$ cat config.mk
export PLATFORM = sky130hd
export DESIGN_NAME = pmbp_protect
export DESIGN_NICKNAME = d
export VERILOG_FILES = /design/src/pmbp_id_mem.v /design/src/pmbp_protect.v
export VERILOG_INCLUDE_DIRS = /design/src
export SDC_FILE = /design/constraint.sdc
export NUM_CORES = 1
export LEC_CHECK = 0
export ABC_AREA = 1
export BUFFER_PORTS_ARGS = -buffer_cell sky130_fd_sc_hd__buf_2
export CAP_MARGIN = 20
export CORE_ASPECT_RATIO = 2
export CORE_UTILIZATION = 42
export DETAILED_ROUTE_END_ITERATION = 8
export HOLD_SLACK_MARGIN = 0.15
export SYNTH_ARGS = -nofsm -noshare
export SYNTH_HDL_FRONTEND = slang
export SYNTH_SLANG_ARGS = --single-unit
export TNS_END_PERCENT = 10
$ cat constraint.sdc
create_clock -name clk -period 2.3 [get_ports clk]
set_input_delay 0.46 -clock clk [delete_from_list [all_inputs] [get_ports clk]]
set_output_delay 0.46 -clock clk [all_outputs]
set_load 0.01 [all_outputs]
$ cat src/pmbp_consts.vh
// Purpose: constants for the program memory block protection logic
// Assumes: 22-bit table pointer, byte-wide configuration registers
// Notes:   configuration bits erase to one, program to zero
`ifndef PMBP_CONSTS_VH
`define PMBP_CONSTS_VH

// ----------------------------------------
// addresses
// ----------------------------------------
`define PMBP_BOOT_BYTES      22'h000200
`define PMBP_BLK0_BASE       22'h000200
`define PMBP_BLK1_BASE       22'h002000
`define PMBP_BLK2_BASE       22'h004000
`define PMBP_BLK3_BASE       22'h006000
`define PMBP_MEM_END         22'h008000
`define PMBP_ID_FIRST        22'h200000
`define PMBP_ID_LAST         22'h200007
`define PMBP_DEVID_LO        22'h3ffffe
`define PMBP_DEVID_HI        22'h3fffff
`define PMBP_CFG_FIRST       22'h300000
`define PMBP_CFG_LAST        22'h30000d
`define PMBP_CP_BLOCKS       22'h300008
`define PMBP_CP_BOOT_EE      22'h300009
`define PMBP_WP_BLOCKS       22'h30000a
`define PMBP_WP_BOOT_EE_CFG  22'h30000b
`define PMBP_ERP_BLOCKS      22'h30000c
`define PMBP_ERP_BOOT        22'h30000d
`define PMBP_DBG_LVP_CFG     22'h300006

// ----------------------------------------
// field positions
// ----------------------------------------
`define PMBP_BIT_EE_CP       7
`define PMBP_BIT_BOOT_CP     6
`define PMBP_BIT_EE_WP       7
`define PMBP_BIT_BOOT_WP     6
`define PMBP_BIT_CFG_WP      5
`define PMBP_BIT_BOOT_ERP    6
`define PMBP_BIT_LVP         2
`define PMBP_BIT_DEBUG       7

// ----------------------------------------
// erased values and masks
// ----------------------------------------
`define PMBP_BLK_MASK        8'h0f
`define PMBP_CP_BOOT_MASK    8'hc0
`define PMBP_WP_HI_MASK      8'he0
`define PMBP_ERP_BOOT_MASK   8'h40
`define PMBP_DBG_LVP_MASK    8'h84
`define PMBP_NUM_BLOCKS      4
`define PMBP_NUM_IDS         8

`endif

$ cat src/pmbp_id_mem.v
// Purpose: eight-byte user identification store
// Assumes: one write or one read per cycle
// Notes:   read data registered
`timescale 1ns/10ps
module pmbp_id_mem (
	// clock and reset
	input  wire       clk,
	input  wire       rst_n,
	// access
	input  wire       wr_en,
	input  wire [2:0] addr,
	input  wire [7:0] wr_data,
	output reg  [7:0] rd_data
);

	reg [7:0] mem_reg [0:7];
	integer   i;

	// ----------------------------------------
	// storage
	// ----------------------------------------
	always @(posedge clk or negedge rst_n) begin
		if (!rst_n) begin
			for (i = 0; i < 8; i = i + 1) begin
				mem_reg[i] <= 8'hff;
			end
			rd_data <= 8'h00;
		end else begin
			if (wr_en) begin
				mem_reg[addr] <= wr_data;
			end
			rd_data <= mem_reg[addr];
		end
	end

endmodule // pmbp_id_mem

$ cat src/pmbp_protect.v
// Purpose: table access gating and protection configuration store
// Assumes: program array outside, id store inside; one table op per cycle; programmer pins async
// Notes:   table latch answers two cycles after a read request
`timescale 1ns/10ps
`include "pmbp_consts.vh"
module pmbp_protect (
	// clock and reset
	input  wire        clk,
	input  wire        rst_n,
	// cpu table access
	input  wire        table_read_op,
	input  wire        table_write_op,
	input  wire [21:0] table_pointer,
	input  wire [21:0] cpu_pc,
	input  wire [7:0]  table_wr_data,
	output reg  [7:0]  table_latch,
	// external program memory array
	output reg         pmem_rd_en,
	output reg         pmem_wr_en,
	output reg  [21:0] pmem_addr,
	output reg  [7:0]  pmem_wr_data,
	input  wire [7:0]  pmem_rd_data,
	input  wire [7:0]  devid_data,
	// programmer side
	input  wire        ext_prog_active,
	input  wire        ext_read,
	input  wire        ext_write,
	input  wire        ext_is_eeprom,
	input  wire [21:0] ext_addr,
	output reg         ext_allow,
	input  wire        ext_chip_erase,
	input  wire        ext_block_erase,
	input  wire [2:0]  ext_erase_block,
	// eeprom gating
	input  wire        cpu_eeprom_req,
	output wire        cpu_eeprom_allow,
	// mode pins
	input  wire        master_clear_pin,
	input  wire        prog_mode_pin,
	input  wire        hv_detect,
	output wire        prog_mode_entry,
	output wire        prog_pin_pullup_en,
	output wire        prog_pin_is_io,
	// debugger
	output wire        debug_enable,
	// small parts
	input  wire        large_part
);

	reg  [7:0] cp_blk_reg;
	reg  [7:0] cp_be_reg;
	reg  [7:0] wp_blk_reg;
	reg  [7:0] wp_hi_reg;
	reg  [7:0] erp_blk_reg;
	reg  [7:0] erp_boot_reg;
	reg  [7:0] dbg_lvp_reg;
	reg  [1:0] mclr_sync_reg;
	reg  [1:0] pgm_sync_reg;
	reg  [1:0] hv_sync_reg;
	reg        hv_entry_reg;
	reg        rd_id_reg;
	reg        rd_mem_reg;
	reg        rd_zero_reg;
	reg        rd_devid_reg;
	reg        rd_cfg_reg;
	reg  [7:0] cfg_rd_reg;
	wire [7:0] id_rd_data;

	// ----------------------------------------
	// address decode
	// ----------------------------------------
	// boot block index 4
	function [2:0] blk_of;
		input [21:0] a;
		begin
			if (a < `PMBP_BOOT_BYTES)
				blk_of = 3'd4;
			else if (a < `PMBP_BLK1_BASE)
				blk_of = 3'd0;
			else if (a < `PMBP_BLK2_BASE)
				blk_of = 3'd1;
			else if (a < `PMBP_BLK3_BASE)
				blk_of = 3'd2;
			else
				blk_of = 3'd3;
		end
	endfunction

	function in_mem;
		input [21:0] a;
		input        big;
		begin
			in_mem = big ? (a < `PMBP_MEM_END) : (a < `PMBP_BLK2_BASE);
		end
	endfunction

	function is_id;
		input [21:0] a;
		begin
			is_id = (a >= `PMBP_ID_FIRST) && (a <= `PMBP_ID_LAST);
		end
	endfunction

	function is_cfg;
		input [21:0] a;
		begin
			is_cfg = (a >= `PMBP_CFG_FIRST) && (a <= `PMBP_CFG_LAST);
		end
	endfunction

	// per-block bit vectors, boot at index 4
	wire [4:0] wp_vec  = {wp_hi_reg[`PMBP_BIT_BOOT_WP], wp_blk_reg[3:0]};
	wire [4:0] erp_vec = {erp_boot_reg[`PMBP_BIT_BOOT_ERP], erp_blk_reg[3:0]};
	wire [4:0] cp_vec  = {cp_be_reg[`PMBP_BIT_BOOT_CP], cp_blk_reg[3:0]};

	wire [2:0] tp_blk  = blk_of(table_pointer);
	wire [2:0] pc_blk  = blk_of(cpu_pc);
	wire       tp_mem  = in_mem(table_pointer, large_part);
	wire       tp_id   = is_id(table_pointer);
	wire       tp_cfg  = is_cfg(table_pointer);
	wire       tp_dev  = (table_pointer == `PMBP_DEVID_LO) || (table_pointer == `PMBP_DEVID_HI);
	wire       cfg_wp  = ~wp_hi_reg[`PMBP_BIT_CFG_WP];

	// inside block or bit set lets the read through
	wire rd_ok = erp_vec[tp_blk] | (pc_blk == tp_blk);
	wire wr_ok = wp_vec[tp_blk];
	wire ext_ok_hv = hv_entry_reg;

	// ----------------------------------------
	// input synchronisers
	// ----------------------------------------
	always @(posedge clk or negedge rst_n) begin
		if (!rst_n) begin
			mclr_sync_reg <= 2'b00;
			pgm_sync_reg  <= 2'b00;
			hv_sync_reg   <= 2'b00;
		end else begin
			mclr_sync_reg <= {mclr_sync_reg[0], master_clear_pin};
			pgm_sync_reg  <= {pgm_sync_reg[0], prog_mode_pin};
			hv_sync_reg   <= {hv_sync_reg[0], hv_detect};
		end
	end

	// ----------------------------------------
	// programming entry
	// ----------------------------------------
	wire lvp_en = dbg_lvp_reg[`PMBP_BIT_LVP];
	wire hv_entry = mclr_sync_reg[1] & hv_sync_reg[1];
	// low voltage entry via mode pin
	wire lv_entry = lvp_en & pgm_sync_reg[1];
	assign prog_mode_entry = hv_entry | lv_entry;
	assign prog_pin_pullup_en = ~lvp_en;
	// cleared bit returns pin to io
	assign prog_pin_is_io = ~lvp_en;
	assign debug_enable = ~dbg_lvp_reg[`PMBP_BIT_DEBUG];
	assign cpu_eeprom_allow = cpu_eeprom_req;

	always @(posedge clk or negedge rst_n) begin
		if (!rst_n)
			hv_entry_reg <= 1'b0;
		else
			hv_entry_reg <= hv_entry;
	end

	// ----------------------------------------
	// external programmer gating
	// ----------------------------------------
	// code protect acts only here
	always @* begin
		ext_allow = 1'b0;
		if (ext_prog_active) begin
			if (ext_is_eeprom)
				ext_allow = cp_be_reg[`PMBP_BIT_EE_CP] &
				            (ext_read | wp_hi_reg[`PMBP_BIT_EE_WP]);
			else if (is_id(ext_addr) || is_cfg(ext_addr))
				ext_allow = 1'b1;
			else if (in_mem(ext_addr, large_part))
				ext_allow = cp_vec[blk_of(ext_addr)] &
				            (ext_read | wp_vec[blk_of(ext_addr)]);
		end
	end

	// ----------------------------------------
	// configuration store
	// ----------------------------------------
	wire cpu_cfg_wr = table_write_op & tp_cfg & ~cfg_wp;
	wire ext_cfg_wr = ext_prog_active & ext_write & is_cfg(ext_addr);

	always @(posedge clk or negedge rst_n) begin
		if (!rst_n) begin
			cp_blk_reg   <= `PMBP_BLK_MASK;
			cp_be_reg    <= `PMBP_CP_BOOT_MASK;
			wp_blk_reg   <= `PMBP_BLK_MASK;
			wp_hi_reg    <= `PMBP_WP_HI_MASK;
			erp_blk_reg  <= `PMBP_BLK_MASK;
			erp_boot_reg <= `PMBP_ERP_BOOT_MASK;
			dbg_lvp_reg  <= `PMBP_DBG_LVP_MASK;
		end else if (ext_prog_active && ext_chip_erase) begin
			cp_blk_reg   <= `PMBP_BLK_MASK;
			cp_be_reg    <= `PMBP_CP_BOOT_MASK;
			wp_blk_reg   <= `PMBP_BLK_MASK;
			wp_hi_reg    <= `PMBP_WP_HI_MASK;
			erp_blk_reg  <= `PMBP_BLK_MASK;
			erp_boot_reg <= `PMBP_ERP_BOOT_MASK;
			dbg_lvp_reg  <= `PMBP_DBG_LVP_MASK;
		end else if (ext_prog_active && ext_block_erase) begin
			if (ext_erase_block == 3'd4) begin
				cp_be_reg[`PMBP_BIT_BOOT_CP]     <= 1'b1;
				wp_hi_reg[`PMBP_BIT_BOOT_WP]     <= 1'b1;
				erp_boot_reg[`PMBP_BIT_BOOT_ERP] <= 1'b1;
			end else if (ext_erase_block < 3'd4) begin
				cp_blk_reg[ext_erase_block[1:0]]  <= 1'b1;
				wp_blk_reg[ext_erase_block[1:0]]  <= 1'b1;
				erp_blk_reg[ext_erase_block[1:0]] <= 1'b1;
			end
		end else if (cpu_cfg_wr || ext_cfg_wr) begin
			case (ext_cfg_wr ? ext_addr : table_pointer)
			`PMBP_CP_BLOCKS:
				cp_blk_reg <= cp_blk_reg & (table_wr_data | ~`PMBP_BLK_MASK);
			`PMBP_CP_BOOT_EE:
				cp_be_reg <= cp_be_reg & (table_wr_data | ~`PMBP_CP_BOOT_MASK);
			`PMBP_WP_BLOCKS:
				wp_blk_reg <= wp_blk_reg & (table_wr_data | ~`PMBP_BLK_MASK);
			`PMBP_WP_BOOT_EE_CFG: begin
				// user mode cannot touch config protect
				if (ext_cfg_wr)
					wp_hi_reg <= wp_hi_reg & (table_wr_data | ~`PMBP_WP_HI_MASK);
				else
					wp_hi_reg <= wp_hi_reg & (table_wr_data | 8'h20);
			end
			`PMBP_ERP_BLOCKS:
				erp_blk_reg <= erp_blk_reg & (table_wr_data | ~`PMBP_BLK_MASK);
			`PMBP_ERP_BOOT:
				erp_boot_reg <= erp_boot_reg & (table_wr_data | ~`PMBP_ERP_BOOT_MASK);
			`PMBP_DBG_LVP_CFG: begin
				// lvp clears only under high voltage entry
				if (ext_cfg_wr && ext_ok_hv)
					dbg_lvp_reg <= dbg_lvp_reg & (table_wr_data | ~`PMBP_DBG_LVP_MASK);
				else
					dbg_lvp_reg <= dbg_lvp_reg & (table_wr_data | 8'h04 | ~`PMBP_DBG_LVP_MASK);
			end
			default: ;
			endcase
		end
	end

	// ----------------------------------------
	// config read mux
	// ----------------------------------------
	always @(posedge clk or negedge rst_n) begin
		if (!rst_n) begin
			cfg_rd_reg <= 8'h00;
		end else begin
			case (table_pointer)
			`PMBP_CP_BLOCKS:      cfg_rd_reg <= cp_blk_reg;
			`PMBP_CP_BOOT_EE:     cfg_rd_reg <= cp_be_reg;
			`PMBP_WP_BLOCKS:      cfg_rd_reg <= wp_blk_reg;
			`PMBP_WP_BOOT_EE_CFG: cfg_rd_reg <= wp_hi_reg;
			`PMBP_ERP_BLOCKS:     cfg_rd_reg <= erp_blk_reg;
			`PMBP_ERP_BOOT:       cfg_rd_reg <= erp_boot_reg;
			`PMBP_DBG_LVP_CFG:    cfg_rd_reg <= dbg_lvp_reg;
			default:              cfg_rd_reg <= 8'h00;
			endcase
		end
	end

	// ----------------------------------------
	// table path to memory
	// ----------------------------------------
	// id bytes always reachable
	pmbp_id_mem u_id (
		.clk     (clk),
		.rst_n   (rst_n),
		.wr_en   (table_write_op & tp_id),
		.addr    (table_pointer[2:0]),
		.wr_data (table_wr_data),
		.rd_data (id_rd_data)
	);

	// memory, config, id and device id reachable
	always @(posedge clk or negedge rst_n) begin
		if (!rst_n) begin
			pmem_rd_en   <= 1'b0;
			pmem_wr_en   <= 1'b0;
			pmem_addr    <= 22'h000000;
			pmem_wr_data <= 8'h00;
			rd_id_reg    <= 1'b0;
			rd_mem_reg   <= 1'b0;
			rd_zero_reg  <= 1'b0;
			rd_devid_reg <= 1'b0;
			rd_cfg_reg   <= 1'b0;
		end else begin
			pmem_rd_en <= table_read_op & tp_mem & rd_ok;
			pmem_wr_en <= table_write_op & tp_mem & wr_ok;
			if (table_read_op || table_write_op)
				pmem_addr <= table_pointer;
			if (table_write_op && tp_mem && wr_ok)
				pmem_wr_data <= table_wr_data;
			rd_id_reg    <= table_read_op & tp_id;
			rd_mem_reg   <= table_read_op & tp_mem & rd_ok;
			rd_zero_reg  <= table_read_op & ~(tp_id | tp_cfg | tp_dev | (tp_mem & rd_ok));
			rd_devid_reg <= table_read_op & tp_dev;
			rd_cfg_reg   <= table_read_op & tp_cfg;
		end
	end

	// ----------------------------------------
	// table latch
	// ----------------------------------------
	always @(posedge clk or negedge rst_n) begin
		if (!rst_n)
			table_latch <= 8'h00;
		else if (rd_mem_reg)
			table_latch <= pmem_rd_data;
		else if (rd_id_reg)
			table_latch <= id_rd_data;
		else if (rd_devid_reg)
			table_latch <= devid_data;
		else if (rd_cfg_reg)
			table_latch <= cfg_rd_reg;
		else if (rd_zero_reg)
			table_latch <= 8'h00;
	end

endmodule // pmbp_protect

==> results.yml, run 1 <==
synthesis:
  synth_flop_cell: "dfstp_2"
  synth-edff-count: 0
  synth_nets: 1108
  ys_warn_count: 0
  syn_inst: 1000
  async_flop_share_pct: 100.0
  synth.avg_cell_area_um2: 8.029
  syn_area_um2: 8029
  ys_seq_elements: 156
  synth_cell_type_count: 46
  synth_seq_area_share_pct: 49.93
grt:
  antenna_found_initial: 1
  grt_max_degree: 56
  grt.total_usage_pct: 25.44
  gr-total-overflow: 0
  grt_pass1_wl_um: 37690
  grt_pass1_vias: 7378
route:
  drt_wl_total_um: 23950
  via_per_inst: 5.161
  drc: 0
  ant_nets: 0
  wl_per_cell_um: 16.64
  dr.pass1.iters: 5
  dr.first_iter.drc_count: 355
  num_vias: 7427
placement:
  placed_cell_area_um2: 9258
  numPortBuffers: 142
  dp_hpwl_um: 18340
  gp_congestion: 0.9103
sta:
  hold_violations: 0
  tightest_slew_ps: 552.5
  rsz0062_at_grt: "no"
  relSlewSlack_pct: 63.13
  fmax_ghz: 0.4534
  setup_tns_ps: 0
  period_share_pct: 95.90
  slew_violations: 0
  fin_skew_ps: 6.994
  fin_crit_ps: 2206
  final-setup-viol-count: 0
floorplan:
  die_area_um2: 19710
  ios: 154
  die_x_um: 99.77
  core_area_um2: 18740
  rows: 71
  die_h_um: 197.5
  start_util_pct: 42.83
setup_path:
  crit_family: "flip-flops"
  cp_max_fo: 3
  path_buf_inv: 1
  cpPeakStageDelay_ps: 570
  required_ps: 1840
  cp-start-kind: "register"
  cp_common_cell: "nor2_1"
  cpMaxStageDelayCell: "dfstp_2"
  path_cells: "o21ai_2 > nor4_2 > nor3_1 > nand3_1 > nor2_1 > nor2_1 > buf_2"
  arrival_ps: 1750
  endpoint_kind: "output pin"
  crit_type: "register to output pin"
cells_and_area:
  area_growth_pct: 24.00
  n_fill_cell: 1921
  layout_commonest_cell: "nand2_1"
  drive_above_1_share_pct: 31.45
  final_cell_area_um2: 9956
  largest_register_ffs: 64
  final_cell_mix: "nand2_1, buf_2, nor2_1, inv_1, o21ai_0"
  utilization_pct: 53.11
  nets: 1278
cts:
  cts_tree: "yes"
  clock_latency_ps: 430
  cts-root-buf: "clkbuf_16"
  cts_buffers: 17
  cts.sinks: 156
  path_clk_slew_ps: 60
  htreeDepth: 4
  cts_buffer_depth: 2
outcome:
  outcome: "complete, no violations"
power_and_ir_drop:
  pwr_density_cell_nw_per_um2: 658.2
  power_w: 0.006553
  irDropWorstVdd_v: 0.0004875
  p_leak_nw: 4.698
min_path:
  hold_path_class: "input port to register"
run:
  cap_violations: 0
-- through the flow --
step | instances | worst slack, ps | hold slack, ps
6_report | 1439 | 94.41 | 251.6
4_1_cts | 1436 | 20.98 | 241.7
5_1_grt | 1439 | 2.178 | 255.4
2_1_floorplan | 1000 | 225.9 | 164.4
3_3_place_gp | 1400 | -61.31 | 333.1
3_5_place_dp | 1400 | -50.89 | 334.7
-- path summary, 6_finish.rpt --
path | startpoint | endpoint | slack, ps | cells past startpoint
hold reg to reg | pgm_sync_reg[0]$_DFF_PN0_ | pgm_sync_reg[1]$_DFF_PN0_ | 350 | 0
hold / removal | pmem_rd_data[7] | table_latch[7]$_DFFE_PN0P_ | 250 | 3
setup / recovery | cp_be_reg[6]$_DFFE_PN1P_ | ext_allow | 90 | 7
max in group asynchronous | rst_n | u_id.mem_reg[61]$_DFFE_PN1P_ | 1050 | 3
setup reg to reg | rd_devid_reg$_DFF_PN0_ | table_latch[5]$_DFFE_PN0P_ | 760 | 5
min in group asynchronous | rst_n | pmem_addr[19]$_DFFE_PN0P_ | 570 | 2
-- routing by layer --
| metal | GRT usage (%) | vias up | share of wire [%] |
|---|---|---|---|
| met5 | 0 | - | 0 |
| met4 | 14.32 | 0 | 5.0 |
| met3 | 3.432 | 54 | 2.6 |
| met2 | 48.89 | 166 | 56 |
| met1 | 25.54 | 3558 | 37 |
| li1 | - | 3649 | - |
-- layout make-up --
cell class | count | area, um2 | area share, %
flip-flops and latches | 156 | 4009 | 40.27
multi-input cells | 695 | 3508 | 35.24
diodes | 1 | 2.502 | 0.02514
repair buffers | 187 | 1127 | 11.32
clock buffers | 20 | 479.2 | 4.813
clock inverters | 12 | 85.08 | 0.8546
inverters | 113 | 425.4 | 4.273
well taps | 255 | 319.1 | 3.205
-- worst register-to-register path, delay by kind of cell, from the launching register on --
family	cells	cell delay [ps]
and+or+nand+nor	3	630
DFF	1	490
AOI/OAI and AO/OA	2	360
-- power by group --
group / total, W / switching (W) / internal [W]
sequential: 0.00303 / 0.0000991 / 0.00293
combinational: 0.000857 / 0.000563 / 0.000295
clock: 0.00267 / 0.00116 / 0.00151
total: 0.00655 / 0.00182 / 0.00473
-- cells in the mapped netlist (2+ instances only) --
cell      instances  share of area [%]
nand2_1         245                 11
nor2_1          105                4.9
inv_1            95                4.4
o21ai_0          94                5.9
dfstp_2          84                 27
dfrtp_1          72                 22
nand3_1          55                3.4
a21oi_1          29                1.8
a22oi_1          26                2.4
clkbuf_1         26                1.2
nand4_1          24                1.9
o21ai_1          15               0.93
nor3_1           13               0.81
inv_2            11               0.51
nand2_2          11               0.86
nor2_2            9               0.70
a31oi_1           8               0.62
nand3_2           7               0.87
o211ai_1          7               0.65
clkinv_1          6               0.28
buf_4             5               0.47
a211oi_1          4               0.37
mux2_2            4               0.56
nand2_4           4               0.56
nor4_1            4               0.31
o221ai_1          4               0.44
o22ai_1           4               0.31
buf_2             3               0.19
nor2_4            3               0.42
xor2_1            3               0.33
nand3_4           2               0.44
nor3_2            2               0.25
o21ai_2           2               0.22
o21ai_4           2               0.41
-- kinds of logic (layout without fill, tap and decap cells) --
family	after synthesis	count (layout)	synth area share [%]
other cells	0	1	0
buf+inv	149	332	7.355
compound gates	200	200	14.60
simple gates	488	488	27.22
flops	156	156	49.93
xor+xnor	3	3	0.3273
mux	4	4	0.5610
-- repair_timing --
item,4_1_cts,5_1_grt
hold endpoints to repair,28,0
gates resized for setup,6,17
buffers inserted,0,3
setup endpoints to repair,1,1
pin swaps,1,9
hold buffers,4,0
Note: power is estimated with default switching activity, not from simulation.
==> inputs of run 2 (changes only) <==
Settings changed: ABC_AREA 1 to 0.
==> run 2 against run 1 <==
The run now ends with negative setup slack left. Worst setup slack lost 300 ps. Critical endpoint unchanged. Sequential share of layout area grew 0.65 points. Hold slack gained 25 ps. Die area shrank 5.6%. Clock power is essentially flat. Non-clock buffer count grew 41. Sequential power shrank 6.6%. Critical path type is now input port to output pin. Register-to-register slack lost 270 ps. Synthesized cell count shrank 38%.
==> results.yml, run 2 <==
sta:
  whs_ps: 276.6
  tightest_slew_ps: 513.8
  fmax_ghz: 0.3995
  rsz0062_at_grt: "yes"
  hold_violations: 0
  fin_skew_ps: 7.687
  fin_crit_ps: 2503
  period_share_pct: 108.8
  setup_tns_ps: -203.4
  slew_violations: 0
  worst_slack_ps: -203.4
  relSlewSlack_pct: 65.54
  final-setup-viol-count: 1
synthesis:
  syn_area_um2: 7572
  synth_area_leader_cell: "dfstp_2"
  yosysTopAreaCellShare_pct: 29.15
  yosys.cell_count.top_type: "mux2_2"
  synth.avg_cell_area_um2: 12.12
  synth_seq_area_share_pct: 52.94
  synth_nets: 733
  synthTopCellsByArea: "dfstp_2, dfrtp_1, mux2_2"
  ys_warn_count: 0
  synth_flop_cell: "dfstp_2"
  synth-edff-count: 0
  async_flop_share_pct: 100.0
  ys_seq_elements: 156
  synth_cell_type_count: 65
  synth_commonest_cells: "mux2_2, dfstp_2, dfrtp_1"
  syn_inst: 625
setup_path:
  endpoint_kind: "output pin"
  cp-start-kind: "input port"
  r2r_setup_slack_ps: 490
  required_ps: 1840
  crit_type: "input port to output pin"
  arrival_ps: 2040
  cp_max_fo: 3
  reg2reg_depth: 4
route:
  wl_per_cell_um: 20.83
  num_vias: 5921
  ant_nets: 0
  via_per_inst: 5.575
  dr.first_iter.drc_count: 238
  drc: 0
  drt_wl_total_um: 22130
  dr.pass1.iters: 5
run:
  cap_violations: 0
cells_and_area:
  final_cell_area_um2: 9798
  final_cell_mix: "buf_2, mux2_2, dfstp_2, dfrtp_1, buf_4"
  area_growth_pct: 29.40
  layout_commonest_cell: "buf_2"
  drive_above_1_share_pct: 56.42
  n_antenna_cell: 0
  utilization_pct: 55.36
  largest_register_ffs: 64
  n_fill_cell: 1534
  nets: 945
floorplan:
  die_area_um2: 18600
  die_h_um: 191.9
  start_util_pct: 42.79
  ios: 154
  rows: 69
  core_area_um2: 17700
  die_x_um: 96.95
cts:
  cts_buffer_depth: 2
  cts-root-buf: "clkbuf_16"
  cts.sinks: 156
  htreeDepth: 4
  path_clk_slew_ps: 60
  clock_latency_ps: 430
  cts_buffers: 17
  cts_tree: "yes"
outcome:
  outcome: "finished, violations left"
  violations: "negative setup slack"
placement:
  numPortBuffers: 142
  gp_congestion: 0.9024
  dp_hpwl_um: 16910
  placed_cell_area_um2: 9155
  pre_cts_ws_ps: -388.4
grt:
  grt.total_usage_pct: 24.62
  grt_pass1_wl_um: 34360
  antenna_found_initial: 0
  grt_max_degree: 56
  grt_pass1_vias: 6438
  gr-total-overflow: 0
power_and_ir_drop:
  power_frac_seq_pct: 46.6
  p_clk_share_pct: 44.0
  netSwitchingFraction_pct: 23.45
  internal_power_w: 0.004654
  p_leak_nw: 4.456
  pwr_density_cell_nw_per_um2: 620.5
  irDropWorstVdd_v: 0.0004306
  p_sw_w: 0.001426
  combPwrFrac_pct: 9.4
min_path:
  min_path_cells: 3
  hold_path_class: "input port to register"
==> run 2: critical path, cell delays in order <==
cell and delay (ps):
buf_6 90, nor3_2 160, buf_4 130, nand4b_1 220, mux2_4 360, o2111a_1 230, a311oi_1 190, nor2_1 70
buf_2 140
==> run 2: power groups by stage <==
stage	logic [W]	clock network, W	registers, W
2_1_floorplan	0.000206	0	0.00289
3_3_place_gp	0.000555	0	0.00287
3_5_place_dp	0.000566	0	0.00288
4_1_cts	0.000577	0.00273	0.00283
5_1_grt	0.000623	0.00284	0.00284
6_report	0.000574	0.00267	0.00283
==> run 2: layer usage <==
layer | part of all wire [%] | track usage [%] | vias to the layer above
met4 | 4.7 | 14.58 | 0
li1 | - | - | 2719
met1 | 34 | 23.91 | 2962
met2 | 57 | 48.00 | 183
met3 | 3.5 | 3.930 | 57
met5 | 0 | 0 | -
==> run 2: what timing repair did <==
| item | CTS | global route |
|---|---|---|
| pin swaps | 3 | 0 |
| resized for setup | 3 | 4 |
| hold buffers | 4 | 0 |
| endpoints found under the hold margin | 21 | 0 |
| setup endpoints to repair | 1 | 7 |
| buffers inserted | 1 | 0 |
| gates cloned | 0 | 0 |
==> run 2: final timing paths <==
kind,end,from
min in group asynchronous,ext_ok_hv$_DFF_PN0_,rst_n
setup / recovery,ext_allow,ext_addr[15]
setup reg to reg,table_latch[2]$_DFFE_PN0P_,rd_mem_reg$_DFF_PN0_
hold reg to reg,mclr_sync_reg[1]$_DFF_PN0_,mclr_sync_reg[0]$_DFF_PN0_
hold / removal,table_latch[1]$_DFFE_PN0P_,pmem_rd_data[1]
max in group asynchronous,u_id.mem_reg[16]$_DFFE_PN1P_,rst_n
==> run 2: layout make-up <==
cell class                      count  area [um2]  share of cell area, %
Clock buffer                       25       495.5                  5.057
Clock inverter                      6       62.56                 0.6385
Inverter                           11       41.29                 0.4214
Multi-Input combinational cell    423        3413                  34.84
Sequential cell                   156        4009                  40.91
Tap cell                          213       266.5                  2.720
Timing Repair Buffer              228        1510                  15.41
==> run 2: cells by family after synthesis <==
family | count (synthesis) | synth area share [%]
xor gates and xnor gates | 2 | 0.2314
muxes | 130 | 21.58
DFF | 156 | 52.94
AOI/OAI and AO/OA | 107 | 8.989
and+or+nand+nor | 184 | 13.85
buffers and inverters | 46 | 2.412
==> run 2: per-stage QoR <==
step	std cells	power [W]
6_report	1062	0.006079
5_1_grt	1062	0.006304
4_1_cts	1062	0.006139
3_5_place_dp	1026	0.003442
3_3_place_gp	1026	0.003429
2_1_floorplan	625	0.003100
